`src/design/rseq_consts.svh`:
```
`ifndef RSEQ_CONSTS_SVH
`define RSEQ_CONSTS_SVH

// Register offsets on the plain register port.
`define RSEQ_ADDR_CAUSE        8'h00
`define RSEQ_ADDR_STACK        8'h01
`define RSEQ_ADDR_STATE        8'h02

// Cause register reset value, write mask and fields.
`define RSEQ_CAUSE_RST         8'h1C
`define RSEQ_CAUSE_WMASK       8'h9F
`define RSEQ_CAUSE_PRIO_BIT    7
`define RSEQ_CAUSE_INSTR_BIT   4
`define RSEQ_CAUSE_WDT_BIT     3
`define RSEQ_CAUSE_SLEEP_BIT   2
`define RSEQ_CAUSE_PWRON_BIT   1
`define RSEQ_CAUSE_BROWN_BIT   0

// Stack status register field positions.
`define RSEQ_STACK_FULL_BIT    1
`define RSEQ_STACK_UNDER_BIT   0

// Clock and internal oscillator periods.
`define RSEQ_CLK_PERIOD_NS     4
`define RSEQ_INT_OSC_PERIOD_NS 1000

// Start-up times and derived counts, rounded up.
`define RSEQ_POWER_UP_DELAY_TIMER_TIME_MS      72
`define RSEQ_PLL_TIME_MS       2
`define RSEQ_WAKE_TIME_NS      1500
`define RSEQ_PIN_FILTER_NS     100
`define RSEQ_POWER_UP_DELAY_TIMER_TICKS  ((`RSEQ_POWER_UP_DELAY_TIMER_TIME_MS * 1000000 + `RSEQ_INT_OSC_PERIOD_NS - 1) / `RSEQ_INT_OSC_PERIOD_NS)
`define RSEQ_PLL_TICKS   ((`RSEQ_PLL_TIME_MS * 1000000 + `RSEQ_INT_OSC_PERIOD_NS - 1) / `RSEQ_INT_OSC_PERIOD_NS)
`define RSEQ_WAKE_CYCLES ((`RSEQ_WAKE_TIME_NS + `RSEQ_CLK_PERIOD_NS - 1) / `RSEQ_CLK_PERIOD_NS)
`define RSEQ_PIN_CYCLES  ((`RSEQ_PIN_FILTER_NS + `RSEQ_CLK_PERIOD_NS - 1) / `RSEQ_CLK_PERIOD_NS)

// Oscillator edge counts.
`define RSEQ_OST_EDGES         16'h0400
`define RSEQ_SWITCH_EDGES      16'h0008

`endif

```
`src/design/rseq_pkg.sv`:
```
package rseq_pkg;

	// Main oscillator modes.
	typedef enum logic [2:0] {
		resistor_cap_osc_mode   = 3'h0,
		resistor_cap_io_mode    = 3'h1,
		ext_clock_mode          = 3'h2,
		ext_clock_io_mode       = 3'h3,
		high_speed_crystal_mode = 3'h4,
		standard_crystal_mode   = 3'h5,
		low_power_crystal_mode  = 3'h6
	} osc_mode_e;

	// Sequencer stages, one-hot.
	typedef enum logic [7:0] {
		st_hold    = 8'h01,
		st_pwrup   = 8'h02,
		st_oscwait = 8'h04,
		st_lock    = 8'h08,
		st_recover = 8'h10,
		st_switch  = 8'h20,
		st_sleep   = 8'h40,
		st_run     = 8'h80
	} seq_state_e;

	// Configuration bits.
	typedef struct packed {
		osc_mode_e mode;
		logic      pll_en;
		logic      power_delay_enable_n;
		logic      brownout_enable_bit;
	} cfg_s;

	// Reset-cause register layout.
	typedef struct packed {
		logic       irq_priority_enable;
		logic [1:0] spare;
		logic       reset_instr_flag_n;
		logic       watchdog_timeout_flag_n;
		logic       sleep_entered_flag_n;
		logic       power_on_flag_n;
		logic       brownout_flag_n;
	} cause_s;

endpackage

```
`src/design/stage_counter.sv`:
```
`timescale 1ns/1ns
// Loadable down-counter that advances on qualified ticks.
module stage_counter #(
	parameter int W = 20
) (
	input  wire logic         i_ref_clk,
	input  wire logic         i_rst_n,
	input  wire logic         i_load,
	input  wire logic [W-1:0] i_len,
	input  wire logic         i_tick,
	output logic              o_done
);

	logic [W-1:0] cnt;

	// Load wins over a tick so a restart always begins from the full length.
	always_ff @(posedge i_ref_clk or negedge i_rst_n) begin
		if (!i_rst_n) begin
			cnt <= '0;
		end else if (i_load) begin
			cnt <= i_len;
		end else if (i_tick && (cnt != '0)) begin
			cnt <= cnt - 1'b1;
		end
	end

	assign o_done = (cnt == '0);

endmodule // stage_counter

```
`src/design/reset_powerup_sequencer.sv`:
```
// The implementer's own choices: the plain strobed port and the register addresses.
`timescale 1ns/1ns
`include "rseq_consts.svh"

// Overview of operation
// RQ1 - Return to a non-crystal oscillator waits eight cycles.
// RQ2 - Sleep stops clocks and holds at the first quarter phase.
// RQ3 - Sleep ends on pin reset, watchdog or interrupt.
// RQ4 - In sleep the oscillator output is low, a port bit, or quiet.
// RQ5 - Enabled delay holds reset 72 ms after power-on or brown-out.
// RQ6 - PLL modes add a 2 ms lock wait after the start-up count.
// RQ7 - Cause flags get a distinct pattern per situation.
// RQ8 - True resets force designated state; wake-ups do not.
// RQ9 - Watchdog wake-up resumes without a reset.
// RQ10 - Reset pin is filtered against short pulses.
// RQ11 - Reset pin is never driven internally.
// RQ12 - Power-on pulse starts all time-outs.
// RQ13 - Delay counts on the internal oscillator, holding reset.
// RQ14 - 1024 input cycles are counted after the delay.
// RQ15 - Start-up count only for crystals, after power-on or wake.
// RQ16 - Enable bit gates brown-out; low supply holds reset.
// RQ17 - Delay restarts on recovery and on each new drop.
// RQ18 - Pin held low past time-outs starts execution at release.
// RQ19 - Wait is 1024 periods, plus 2 ms with PLL, plus 72 ms.
// RQ20 - External clock waits 1.5 us after sleep only; the code also waits it from hold when the delay and PLL are off.
// RQ21 - Cause register: priority bit 7, flags 4..0, 6..5 unused.
// RQ22 - Power-on sets instruction, watchdog, sleep flags; clears others.
// RQ23 - Reset releases when every source and stage is done.
module reset_powerup_sequencer #(
	parameter int CNT_W      = 20,
	parameter int POWER_UP_DELAY_TIMER_TICKS = `RSEQ_POWER_UP_DELAY_TIMER_TICKS,
	parameter int PLL_TICKS  = `RSEQ_PLL_TICKS
) (
	input  wire logic          i_ref_clk,
	input  wire logic          i_rst_n,
	input  wire rseq_pkg::cfg_s i_cfg,
	input  wire logic          i_por_pulse,
	input  wire logic          i_supply_low,
	input  wire logic          i_ext_reset_pin_n,
	input  wire logic          i_wdt_timeout,
	input  wire logic          i_reset_instr,
	input  wire logic          i_stack_full,
	input  wire logic          i_stack_underflow,
	input  wire logic          i_sleep_instr,
	input  wire logic          i_irq_wake,
	input  wire logic          i_osc_return,
	input  wire logic          i_osc_in_pin,
	input  wire logic          i_int_osc,
	input  wire logic          i_fosc_div4,
	input  wire logic          i_porta6_out,
	input  wire logic          i_porta6_oe,
	input  wire logic [7:0]    i_reg_addr,
	input  wire logic [7:0]    i_reg_wdata,
	input  wire logic          i_reg_we,
	input  wire logic          i_reg_re,
	output logic               o_core_reset,
	output logic               o_cold_reset,
	output logic               o_clocks_run,
	output logic               o_hold_first_quarter_phase,
	output logic               o_wake_resume,
	output logic               o_osc_out_pin_o,
	output logic               o_osc_out_pin_oe,
	output logic               o_osc_feedback_en,
	output logic               o_ext_reset_pin_o,
	output logic               o_ext_reset_pin_oe,
	output logic               o_irq_priority_enable,
	output logic [7:0]         o_reg_rdata
);
	import rseq_pkg::*;

	seq_state_e state;
	seq_state_e state_d;
	cause_s     cause;
	logic       stack_full_flag;
	logic       stack_under_flag;
	logic       cold;
	logic       resuming;
	logic       switching;
	logic       int_rst;
	logic       osc_q;
	logic       int_osc_q;
	logic       pin_filt;
	logic       pin_filt_d;
	logic       osc_rise;
	logic       int_rise;
	logic       entered;
	logic       crystal;
	logic       ext_clk;
	logic       pll_on;
	logic       brownout_active;
	logic       pin_fall;
	logic       run_event;
	logic       int_load;
	logic       osc_load;
	logic       clk_load;
	logic       pin_load;
	logic       int_done;
	logic       osc_done;
	logic       clk_done;
	logic       pin_done;
	logic [CNT_W-1:0] int_len;
	logic [CNT_W-1:0] osc_len;

	// Mode decode; the PLL exists only in the high-speed crystal and external-clock modes.
	assign crystal = (i_cfg.mode == high_speed_crystal_mode) || (i_cfg.mode == standard_crystal_mode) ||
		(i_cfg.mode == low_power_crystal_mode);
	assign ext_clk = (i_cfg.mode == ext_clock_mode) || (i_cfg.mode == ext_clock_io_mode);
	assign pll_on  = i_cfg.pll_en && ((i_cfg.mode == high_speed_crystal_mode) || ext_clk);
	assign brownout_active = i_cfg.brownout_enable_bit && i_supply_low; // RQ16

	// Edge detection on the oscillator input and on the internal oscillator.
	always_ff @(posedge i_ref_clk or negedge i_rst_n) begin
		if (!i_rst_n) begin
			osc_q     <= 1'b0;
			int_osc_q <= 1'b0;
		end else begin
			osc_q     <= i_osc_in_pin;
			int_osc_q <= i_int_osc;
		end
	end
	assign osc_rise = i_osc_in_pin && !osc_q;
	assign int_rise = i_int_osc && !int_osc_q; // RQ13

	// Counters load on stage entry; done is ignored in that cycle.
	assign entered  = (state != state_d);
	assign int_load = entered && ((state == st_pwrup) || (state == st_lock));
	assign osc_load = entered && ((state == st_oscwait) || (state == st_switch));
	assign clk_load = entered && (state == st_recover);
	assign int_len  = (state == st_lock) ? CNT_W'(PLL_TICKS) : CNT_W'(POWER_UP_DELAY_TIMER_TICKS); // RQ5 RQ6
	assign osc_len  = (state == st_switch) ? CNT_W'(`RSEQ_SWITCH_EDGES) : CNT_W'(`RSEQ_OST_EDGES); // RQ1 RQ14

	// Power-up delay and lock wait count internal oscillator ticks.
	stage_counter #(.W(CNT_W)) u_int_cnt (
		.i_ref_clk (i_ref_clk),
		.i_rst_n   (i_rst_n),
		.i_load    (int_load),
		.i_len     (int_len),
		.i_tick    (int_rise),
		.o_done    (int_done)
	);

	// Start-up and switch counts use rising edges of the oscillator input.
	stage_counter #(.W(CNT_W)) u_osc_cnt (
		.i_ref_clk (i_ref_clk),
		.i_rst_n   (i_rst_n),
		.i_load    (osc_load),
		.i_len     (osc_len),
		.i_tick    (osc_rise),
		.o_done    (osc_done)
	);

	// Sleep recovery in external-clock mode without the PLL is timed on the reference clock.
	stage_counter #(.W(CNT_W)) u_clk_cnt (
		.i_ref_clk (i_ref_clk),
		.i_rst_n   (i_rst_n),
		.i_load    (clk_load),
		.i_len     (CNT_W'(`RSEQ_WAKE_CYCLES)), // RQ20
		.i_tick    (1'b1),
		.o_done    (clk_done)
	);

	// The filter counter reloads while the pin matches the filtered level.
	assign pin_load = (i_ext_reset_pin_n == pin_filt);
	stage_counter #(.W(CNT_W)) u_pin_cnt (
		.i_ref_clk (i_ref_clk),
		.i_rst_n   (i_rst_n),
		.i_load    (pin_load),
		.i_len     (CNT_W'(`RSEQ_PIN_CYCLES)),
		.i_tick    (1'b1),
		.o_done    (pin_done)
	);

	// A pin change is accepted only after it has stood for the whole filter time.
	always_ff @(posedge i_ref_clk or negedge i_rst_n) begin
		if (!i_rst_n) begin
			pin_filt   <= 1'b1;
			pin_filt_d <= 1'b1;
		end else begin
			if (!pin_load && pin_done) begin
				pin_filt <= i_ext_reset_pin_n; // RQ10
			end
			pin_filt_d <= pin_filt;
		end
	end
	assign pin_fall  = pin_filt_d && !pin_filt;
	assign run_event = i_wdt_timeout || i_reset_instr || i_stack_full || i_stack_underflow;

	// Power-on and brown-out restart the sequence from the hold stage.
	always_ff @(posedge i_ref_clk or negedge i_rst_n) begin
		if (!i_rst_n) begin
			state     <= st_hold;
			state_d   <= st_hold;
			cold      <= 1'b1;
			resuming  <= 1'b0;
			switching <= 1'b0;
		end else begin
			state_d <= state;
			if (i_por_pulse || brownout_active) begin
				state     <= st_hold; // RQ12 RQ16 RQ17
				cold      <= 1'b1;
				resuming  <= 1'b0;
				switching <= 1'b0;
			end else begin
				unique case (state)
					st_hold: begin
						if (!i_cfg.power_delay_enable_n) begin
							state <= st_pwrup; // RQ5 RQ13
						end else if (crystal) begin
							state <= st_oscwait; // RQ15 RQ19
						end else if (pll_on) begin
							state <= st_lock;
						end else if (ext_clk) begin
							state <= st_recover;
						end else begin
							state <= st_run;
						end
					end
					st_pwrup: begin
						if (!entered && int_done) begin
							if (crystal) begin
								state <= st_oscwait; // RQ14
							end else if (pll_on) begin
								state <= st_lock; // RQ6
							end else begin
								state <= st_run;
							end
						end
					end
					st_oscwait: begin
						if (!entered && osc_done) begin
							state <= pll_on ? st_lock : st_run; // RQ6 RQ19
						end
					end
					st_lock: begin
						if (!entered && int_done) begin
							state <= st_run; // RQ6
						end
					end
					st_recover, st_switch: begin
						if (!entered && ((state == st_recover) ? clk_done : osc_done)) begin
							state <= st_run; // RQ1 RQ20
						end
					end
					st_sleep: begin
						if (!pin_filt) begin
							state <= st_run; // RQ3
						end else if (i_wdt_timeout || i_irq_wake) begin
							resuming <= 1'b1; // RQ3 RQ9
							if (crystal) begin
								state <= st_oscwait; // RQ15
							end else if (pll_on) begin
								state <= st_lock;
							end else if (ext_clk) begin
								state <= st_recover; // RQ20
							end else begin
								state <= st_run;
							end
						end
					end
					st_run: begin
						cold      <= 1'b0;
						resuming  <= 1'b0;
						switching <= 1'b0;
						if (pin_filt && !run_event && i_sleep_instr) begin
							state <= st_sleep; // RQ2
						end else if (pin_filt && !run_event && i_osc_return) begin
							switching <= 1'b1;
							state     <= crystal ? st_oscwait : st_switch; // RQ1 RQ20
						end
					end
					default: begin
						state <= st_hold;
					end
				endcase
			end
		end
	end

	// One-cycle internal reset for run-time faults.
	always_ff @(posedge i_ref_clk or negedge i_rst_n) begin
		if (!i_rst_n) begin
			int_rst <= 1'b0;
		end else begin
			int_rst <= (state == st_run) && run_event;
		end
	end

	// Cause and stack flags; hardware events follow the write, so they win.
	always_ff @(posedge i_ref_clk or negedge i_rst_n) begin
		if (!i_rst_n) begin
			cause            <= cause_s'(`RSEQ_CAUSE_RST);
			stack_full_flag  <= 1'b0;
			stack_under_flag <= 1'b0;
		end else begin
			if (i_reg_we && (i_reg_addr == `RSEQ_ADDR_CAUSE)) begin
				cause <= cause_s'(i_reg_wdata & `RSEQ_CAUSE_WMASK); // RQ21
			end
			if (i_reg_we && (i_reg_addr == `RSEQ_ADDR_STACK)) begin
				stack_full_flag  <= i_reg_wdata[`RSEQ_STACK_FULL_BIT];
				stack_under_flag <= i_reg_wdata[`RSEQ_STACK_UNDER_BIT];
			end
			if (i_por_pulse) begin
				cause.reset_instr_flag_n      <= 1'b1; // RQ22 RQ7
				cause.watchdog_timeout_flag_n <= 1'b1;
				cause.sleep_entered_flag_n    <= 1'b1;
				cause.power_on_flag_n         <= 1'b0;
				cause.brownout_flag_n         <= 1'b0;
			end else if (brownout_active) begin
				cause.brownout_flag_n <= 1'b0; // RQ22
			end else if (state == st_sleep) begin
				if (pin_fall || i_irq_wake) begin
					cause.watchdog_timeout_flag_n <= 1'b1; // RQ7
					cause.sleep_entered_flag_n    <= 1'b0;
				end else if (i_wdt_timeout) begin
					cause.watchdog_timeout_flag_n <= 1'b0; // RQ7 RQ9
					cause.sleep_entered_flag_n    <= 1'b0;
				end
			end else if ((state == st_run) && pin_filt) begin
				if (i_wdt_timeout) begin
					cause.reset_instr_flag_n      <= 1'b1; // RQ7
					cause.watchdog_timeout_flag_n <= 1'b0;
					cause.sleep_entered_flag_n    <= 1'b1;
				end else if (i_reset_instr) begin
					cause.reset_instr_flag_n <= 1'b0; // RQ7
				end else if (i_stack_full) begin
					stack_full_flag <= 1'b1;
				end else if (i_stack_underflow) begin
					stack_under_flag <= 1'b1;
				end else if (i_sleep_instr) begin
					cause.watchdog_timeout_flag_n <= 1'b1;
					cause.sleep_entered_flag_n    <= 1'b0;
				end
			end
		end
	end

	// Wake and switch stages freeze the core rather than reset it.
	always_ff @(posedge i_ref_clk or negedge i_rst_n) begin
		if (!i_rst_n) begin
			o_core_reset               <= 1'b1;
			o_cold_reset               <= 1'b1;
			o_clocks_run               <= 1'b1;
			o_hold_first_quarter_phase <= 1'b0;
			o_wake_resume              <= 1'b0;
		end else begin
			o_core_reset <= i_por_pulse || brownout_active || !pin_filt || int_rst ||
				(!resuming && !switching && (state != st_run) && (state != st_sleep)); // RQ8 RQ18 RQ23
			o_cold_reset <= cold || i_por_pulse || brownout_active; // RQ8
			o_clocks_run <= (state != st_sleep); // RQ2
			o_hold_first_quarter_phase <= (state == st_sleep) ||
				((resuming || switching) && (state != st_run)); // RQ2 RQ1
			o_wake_resume <= resuming && (state == st_run); // RQ9
		end
	end

	// In sleep the oscillator output is low, a port bit, or left quiet.
	always_ff @(posedge i_ref_clk or negedge i_rst_n) begin
		if (!i_rst_n) begin
			o_osc_out_pin_o   <= 1'b0;
			o_osc_out_pin_oe  <= 1'b0;
			o_osc_feedback_en <= 1'b1;
		end else begin
			o_osc_feedback_en <= !(crystal && (state == st_sleep)); // RQ4
			if (crystal) begin
				o_osc_out_pin_o  <= 1'b0;
				o_osc_out_pin_oe <= 1'b0;
			end else if ((i_cfg.mode == resistor_cap_io_mode) || (i_cfg.mode == ext_clock_io_mode)) begin
				o_osc_out_pin_o  <= i_porta6_out; // RQ4
				o_osc_out_pin_oe <= i_porta6_oe;
			end else begin
				o_osc_out_pin_o  <= (state != st_sleep) && i_fosc_div4; // RQ4
				o_osc_out_pin_oe <= 1'b1;
			end
		end
	end

	// The reset pin is input only; no internal reset ever pulls it.
	always_ff @(posedge i_ref_clk or negedge i_rst_n) begin
		if (!i_rst_n) begin
			o_ext_reset_pin_o  <= 1'b0;
			o_ext_reset_pin_oe <= 1'b0;
		end else begin
			o_ext_reset_pin_o  <= 1'b0; // RQ11
			o_ext_reset_pin_oe <= 1'b0; // RQ11
		end
	end

	// Read data stand only in the cycle after the strobe.
	always_ff @(posedge i_ref_clk or negedge i_rst_n) begin
		if (!i_rst_n) begin
			o_reg_rdata           <= 8'h00;
			o_irq_priority_enable <= 1'b0;
		end else begin
			o_irq_priority_enable <= cause.irq_priority_enable;
			if (!i_reg_re) begin
				o_reg_rdata <= 8'h00;
			end else if (i_reg_addr == `RSEQ_ADDR_CAUSE) begin
				o_reg_rdata <= cause & `RSEQ_CAUSE_WMASK; // RQ21
			end else if (i_reg_addr == `RSEQ_ADDR_STACK) begin
				o_reg_rdata <= {6'h00, stack_full_flag, stack_under_flag};
			end else if (i_reg_addr == `RSEQ_ADDR_STATE) begin
				o_reg_rdata <= state;
			end else begin
				o_reg_rdata <= 8'h00;
			end
		end
	end

endmodule // reset_powerup_sequencer

```
`config.mk`:
```
export PLATFORM = sky130hd
export DESIGN_NAME = reset_powerup_sequencer
export DESIGN_NICKNAME = d
export VERILOG_FILES = /design/src/design/rseq_pkg.sv /design/src/design/stage_counter.sv /design/src/design/reset_powerup_sequencer.sv
export VERILOG_INCLUDE_DIRS = /design/src /design/src/design
export SDC_FILE = /design/constraint.sdc
export NUM_CORES = 1
export LEC_CHECK = 0
export ABC_AREA = 0
export BUFFER_PORTS_ARGS = -buffer_cell sky130_fd_sc_hd__buf_2
export CAP_MARGIN = 0
export CORE_UTILIZATION = 30
export CTS_CLUSTER_DIAMETER = 100
export DETAILED_ROUTE_END_ITERATION = 10
export MAX_ROUTING_LAYER = met4
export PLACE_DENSITY = 0.44
export SLEW_MARGIN = 20
export SYNTH_ARGS = -nofsm -noshare
export SYNTH_HDL_FRONTEND = slang
export SYNTH_SLANG_ARGS = --single-unit
```
`constraint.sdc`:
```
create_clock -name i_ref_clk -period 4.46 [get_ports i_ref_clk]
set_input_delay 0.223 -clock i_ref_clk [delete_from_list [all_inputs] [get_ports i_ref_clk]]
set_output_delay 0.223 -clock i_ref_clk [all_outputs]
set_load 0.02 [all_outputs]
```
==> reports/results.tsv <==
metric	value	unit
worst-endpoint-required	4.82	ns
power_density	494	nW/um^2
vdd_drop_max	0.237	mV
drt-initial-drc-count	293	
portBuffers	55	
fin_nets	788	
p_leak	3.35	nW
syn2layout_area_growth	18.2	%
cp-end-kind	flop	
yosys_register_bits	129	
cts_max_path_buffers	2	
netSwitchingFraction	0.315	
critPathMaxStageDelay	0.70	ns
cts_made_buffers	17	
worstPathArrival	3.22	ns
total_power	3.90	mW
die_w	151	um
fmax	0.349	GHz
start_kind	flop	
start_util	0.306	
rows	54	
timing.rr.end	u_osc_cnt.cnt[10]$_DFFE_PN0P_	
pin_count	60	
vias	5080	
synth.yosys.seq_area_share	0.485	
grt_pass1_vias	5191	
grt_usage	0.152	
cpMaxStageDelayCell	a21oi_2	
max_slew_margin	0.363	
synth_edf_count	0	
cp_max_fo	19	
dieArea	22900	um^2
synthTopCellsByArea	dfrtp_1, nor2_1, xnor2_1, dfstp_2, xor2_1	
r2r-start	state[4]$_DFFE_PN0P_	
grt_pass1_wl	26200	um
antenna_cells	0	
hold_depth	3	
outcome	completed	
critical_path_buf_inv_count	0	
regArea	3240	um^2
antenna_found_initial	0	
path_cells	or4_4 > or4_1 > a21oi_2 > nand3b_1 > o21a_1	
p_seq_frac	0.426	
post_synth.cell_area_avg	9.82	um^2
slew_viol_final	0	
yosys_warnings	0	
overflow	0	
path_class	reg -> reg	
cts_root_buf	clkbuf_16	
crit_family	simple AND/OR/NAND/NOR gates	
synthesis.area	6680	um^2
htree_levels	4	
rsz0062_at_grt	no	
crit_start	state[4]$_DFFE_PN0P_	
postRouteAntennaNets	0	
fin_skew	0.0197	ns
cts_tree	done	
synth-async-reset-ratio	1.00	
grt_max_degree	75	
dp_hpwl	10800	um
whs_endpoint	pin_filt$_DFFE_PN1P_	
drc	0	
clockPowerShare	0.373	
rrSetupSlack	1.60	ns
wirelength	15400	um
multiInputGateArea	3270	um^2
syn_inst	680	
n_fill_cell	2221	
final.min_clock_period	2.86	ns
dr.pass1.iters	6	
clock-sinks	129	
tightest_slew	0.954	ns
synth_top_area_share	0.438	
hold_viol	0	
fin_crit_sh	0.642	
die_h	151	um
globalplace.congestion	0.800	
viasPerCell	4.92	
rr_worst_depth	5	
maxCapViolations	0	
cts.clk_slew.worst_paths	0.06	ns
p_comb_frac	0.201	
worstSkewPairLatency	0.42	ns
ys.flop_type	dfrtp_1	
setup-tns-final	0	ns
synth.largest_area_cell	dfrtp_1	
min_path_type	in -> reg	
p_sw	1.23	mW
drive_above_1_share	0.162	
yosysUniqueCellTypes	67	
setup_viol	0	
hold_start	i_ext_reset_pin_n	
core-area	21800	um^2
internal_power	2.67	mW
wl_per_cell	14.9	um
[cell usage after synthesis (3+ instances only)]
cell type and n:
o21ai_1 4, a211oi_1 3, and3_1 5, ha_1 7, nand3b_1 5, o21a_1 3, xor2_1 26, nand2_1 46
inv_1 11, a21o_1 3, nand4_1 8, or4_1 20, nor3_1 24, nand2b_1 16, nand4b_1 7, xnor2_1 48
buf_4 4, clkbuf_1 12, nor2b_1 11, or2_2 3, or4b_1 3, a31oi_1 3, o21ai_0 13, nor4_4 3
and2_1 6, o41ai_1 4, or3_1 15, mux2i_1 15, buf_2 6, a211o_1 3, dfstp_2 12, o211ai_1 4
nor4_1 14, nand3_1 18, nor2_1 112, dfrtp_1 117, a21oi_1 28
[metal layers]
| metal | routed length (um) | global-route usage | vias up |
|---|---|---|---|
| li1 | - | - | 2545 |
| met1 | 7590 | 0.199 | 2460 |
| met2 | 7340 | 0.231 | 65 |
| met3 | 352 | 0.0286 | 10 |
| met4 | 136 | 0.0595 | 0 |
| met5 | 0 | - | - |
[stage by stage]
stage | hold WS (ns) | std cells | worst slack, ns | utilization | instance area, um^2
final | 0.0255 | 1033 | 1.60 | 0.362 | 7900
after detailed placement | 0.360 | 997 | 1.57 | 0.331 | 7220
after global placement | 0.359 | 997 | 1.62 | 0.331 | 7220
after floorplan | -0.0726 | 681 | 2.06 | - | 6680
after CTS | 0.000420 | 1031 | 1.56 | 0.360 | 7860
after global routing | 0.0124 | 1033 | 1.39 | 0.362 | 7900
[logic make-up after synthesis]
kind of cell / Yosys count / share of synthesized area
other cells: 1 / 0.000561
fa+ha+maj: 7 / 0.0131
xor+xnor: 74 / 0.0970
buf+inv: 35 / 0.0253
mux: 16 / 0.0242
flops: 129 / 0.485
compound gates: 89 / 0.0886
simple gates: 329 / 0.266
[worst max path at each step]
stage	to	slack, ns	cells after the start
2_1_floorplan	u_osc_cnt.cnt[0]$_DFFE_PN0P_	2.06	7
3_3_place_gp	u_osc_cnt.cnt[10]$_DFFE_PN0P_	1.62	5
3_5_place_dp	u_osc_cnt.cnt[10]$_DFFE_PN0P_	1.57	5
4_1_cts	u_osc_cnt.cnt[10]$_DFFE_PN0P_	1.56	5
5_1_grt	u_osc_cnt.cnt[10]$_DFFE_PN0P_	1.39	5
6_report	u_osc_cnt.cnt[10]$_DFFE_PN0P_	1.60	5
[flip-flops by register name (all words and copies together) (netlist names), 6 cells and up]
signal / flops
cause: 6
o_reg_rdata: 8
state: 8
state_d: 8
u_clk_cnt.cnt: 20
u_int_cnt.cnt: 20
u_osc_cnt.cnt: 20
u_pin_cnt.cnt: 20
[cell type report]
cell class              instances  area share
flip-flops and latches        129       0.411
repair buffers                 64      0.0472
clock buffers                  18      0.0556
multi-input cells             517       0.414
well taps                     280      0.0444
inverters                      11     0.00523
clock inverters                14      0.0225
[layout by cell type, fill, tap and decap left out, types with 4 or more instances in the layout]
cell,count
nor2_1,112
dfstp_2,12
dfrtp_1,117
and3_1,5
a21oi_1,28
o211ai_1,4
mux2i_1,15
nand4_1,8
o21ai_1,4
nor4_1,14
ha_1,7
buf_4,6
nor3_1,24
or4_1,20
inv_6,5
nand2b_1,16
o21ai_0,13
inv_1,11
buf_2,54
and2_1,6
or3_1,15
xor2_1,26
nand2_1,46
clkbuf_16,17
nand3_1,18
o41ai_1,4
xnor2_1,48
nand3b_1,5
nand4b_1,7
nor2b_1,11
[tightest hold or removal path, cell delays in order]
cell	delay (ns)
buf_2	0.12
nand2_1	0.05
nand2_1	0.05
[timing repair]
action	in CTS	in global routing
hold buffers	2	1
buffers inserted	0	0
resized for setup	0	0
hold endpoints to repair	2	22
[power groups by stage]
stage	clock, mW	combinational (mW)	sequential [mW]
final	1.45	0.784	1.66
after global routing	1.55	0.893	1.71
after CTS	1.50	0.791	1.66
after detailed placement	0	0.784	1.68
after global placement	0	0.763	1.67
after floorplan	0	0.624	1.61
Note: power is estimated with default switching activity, not from simulation.
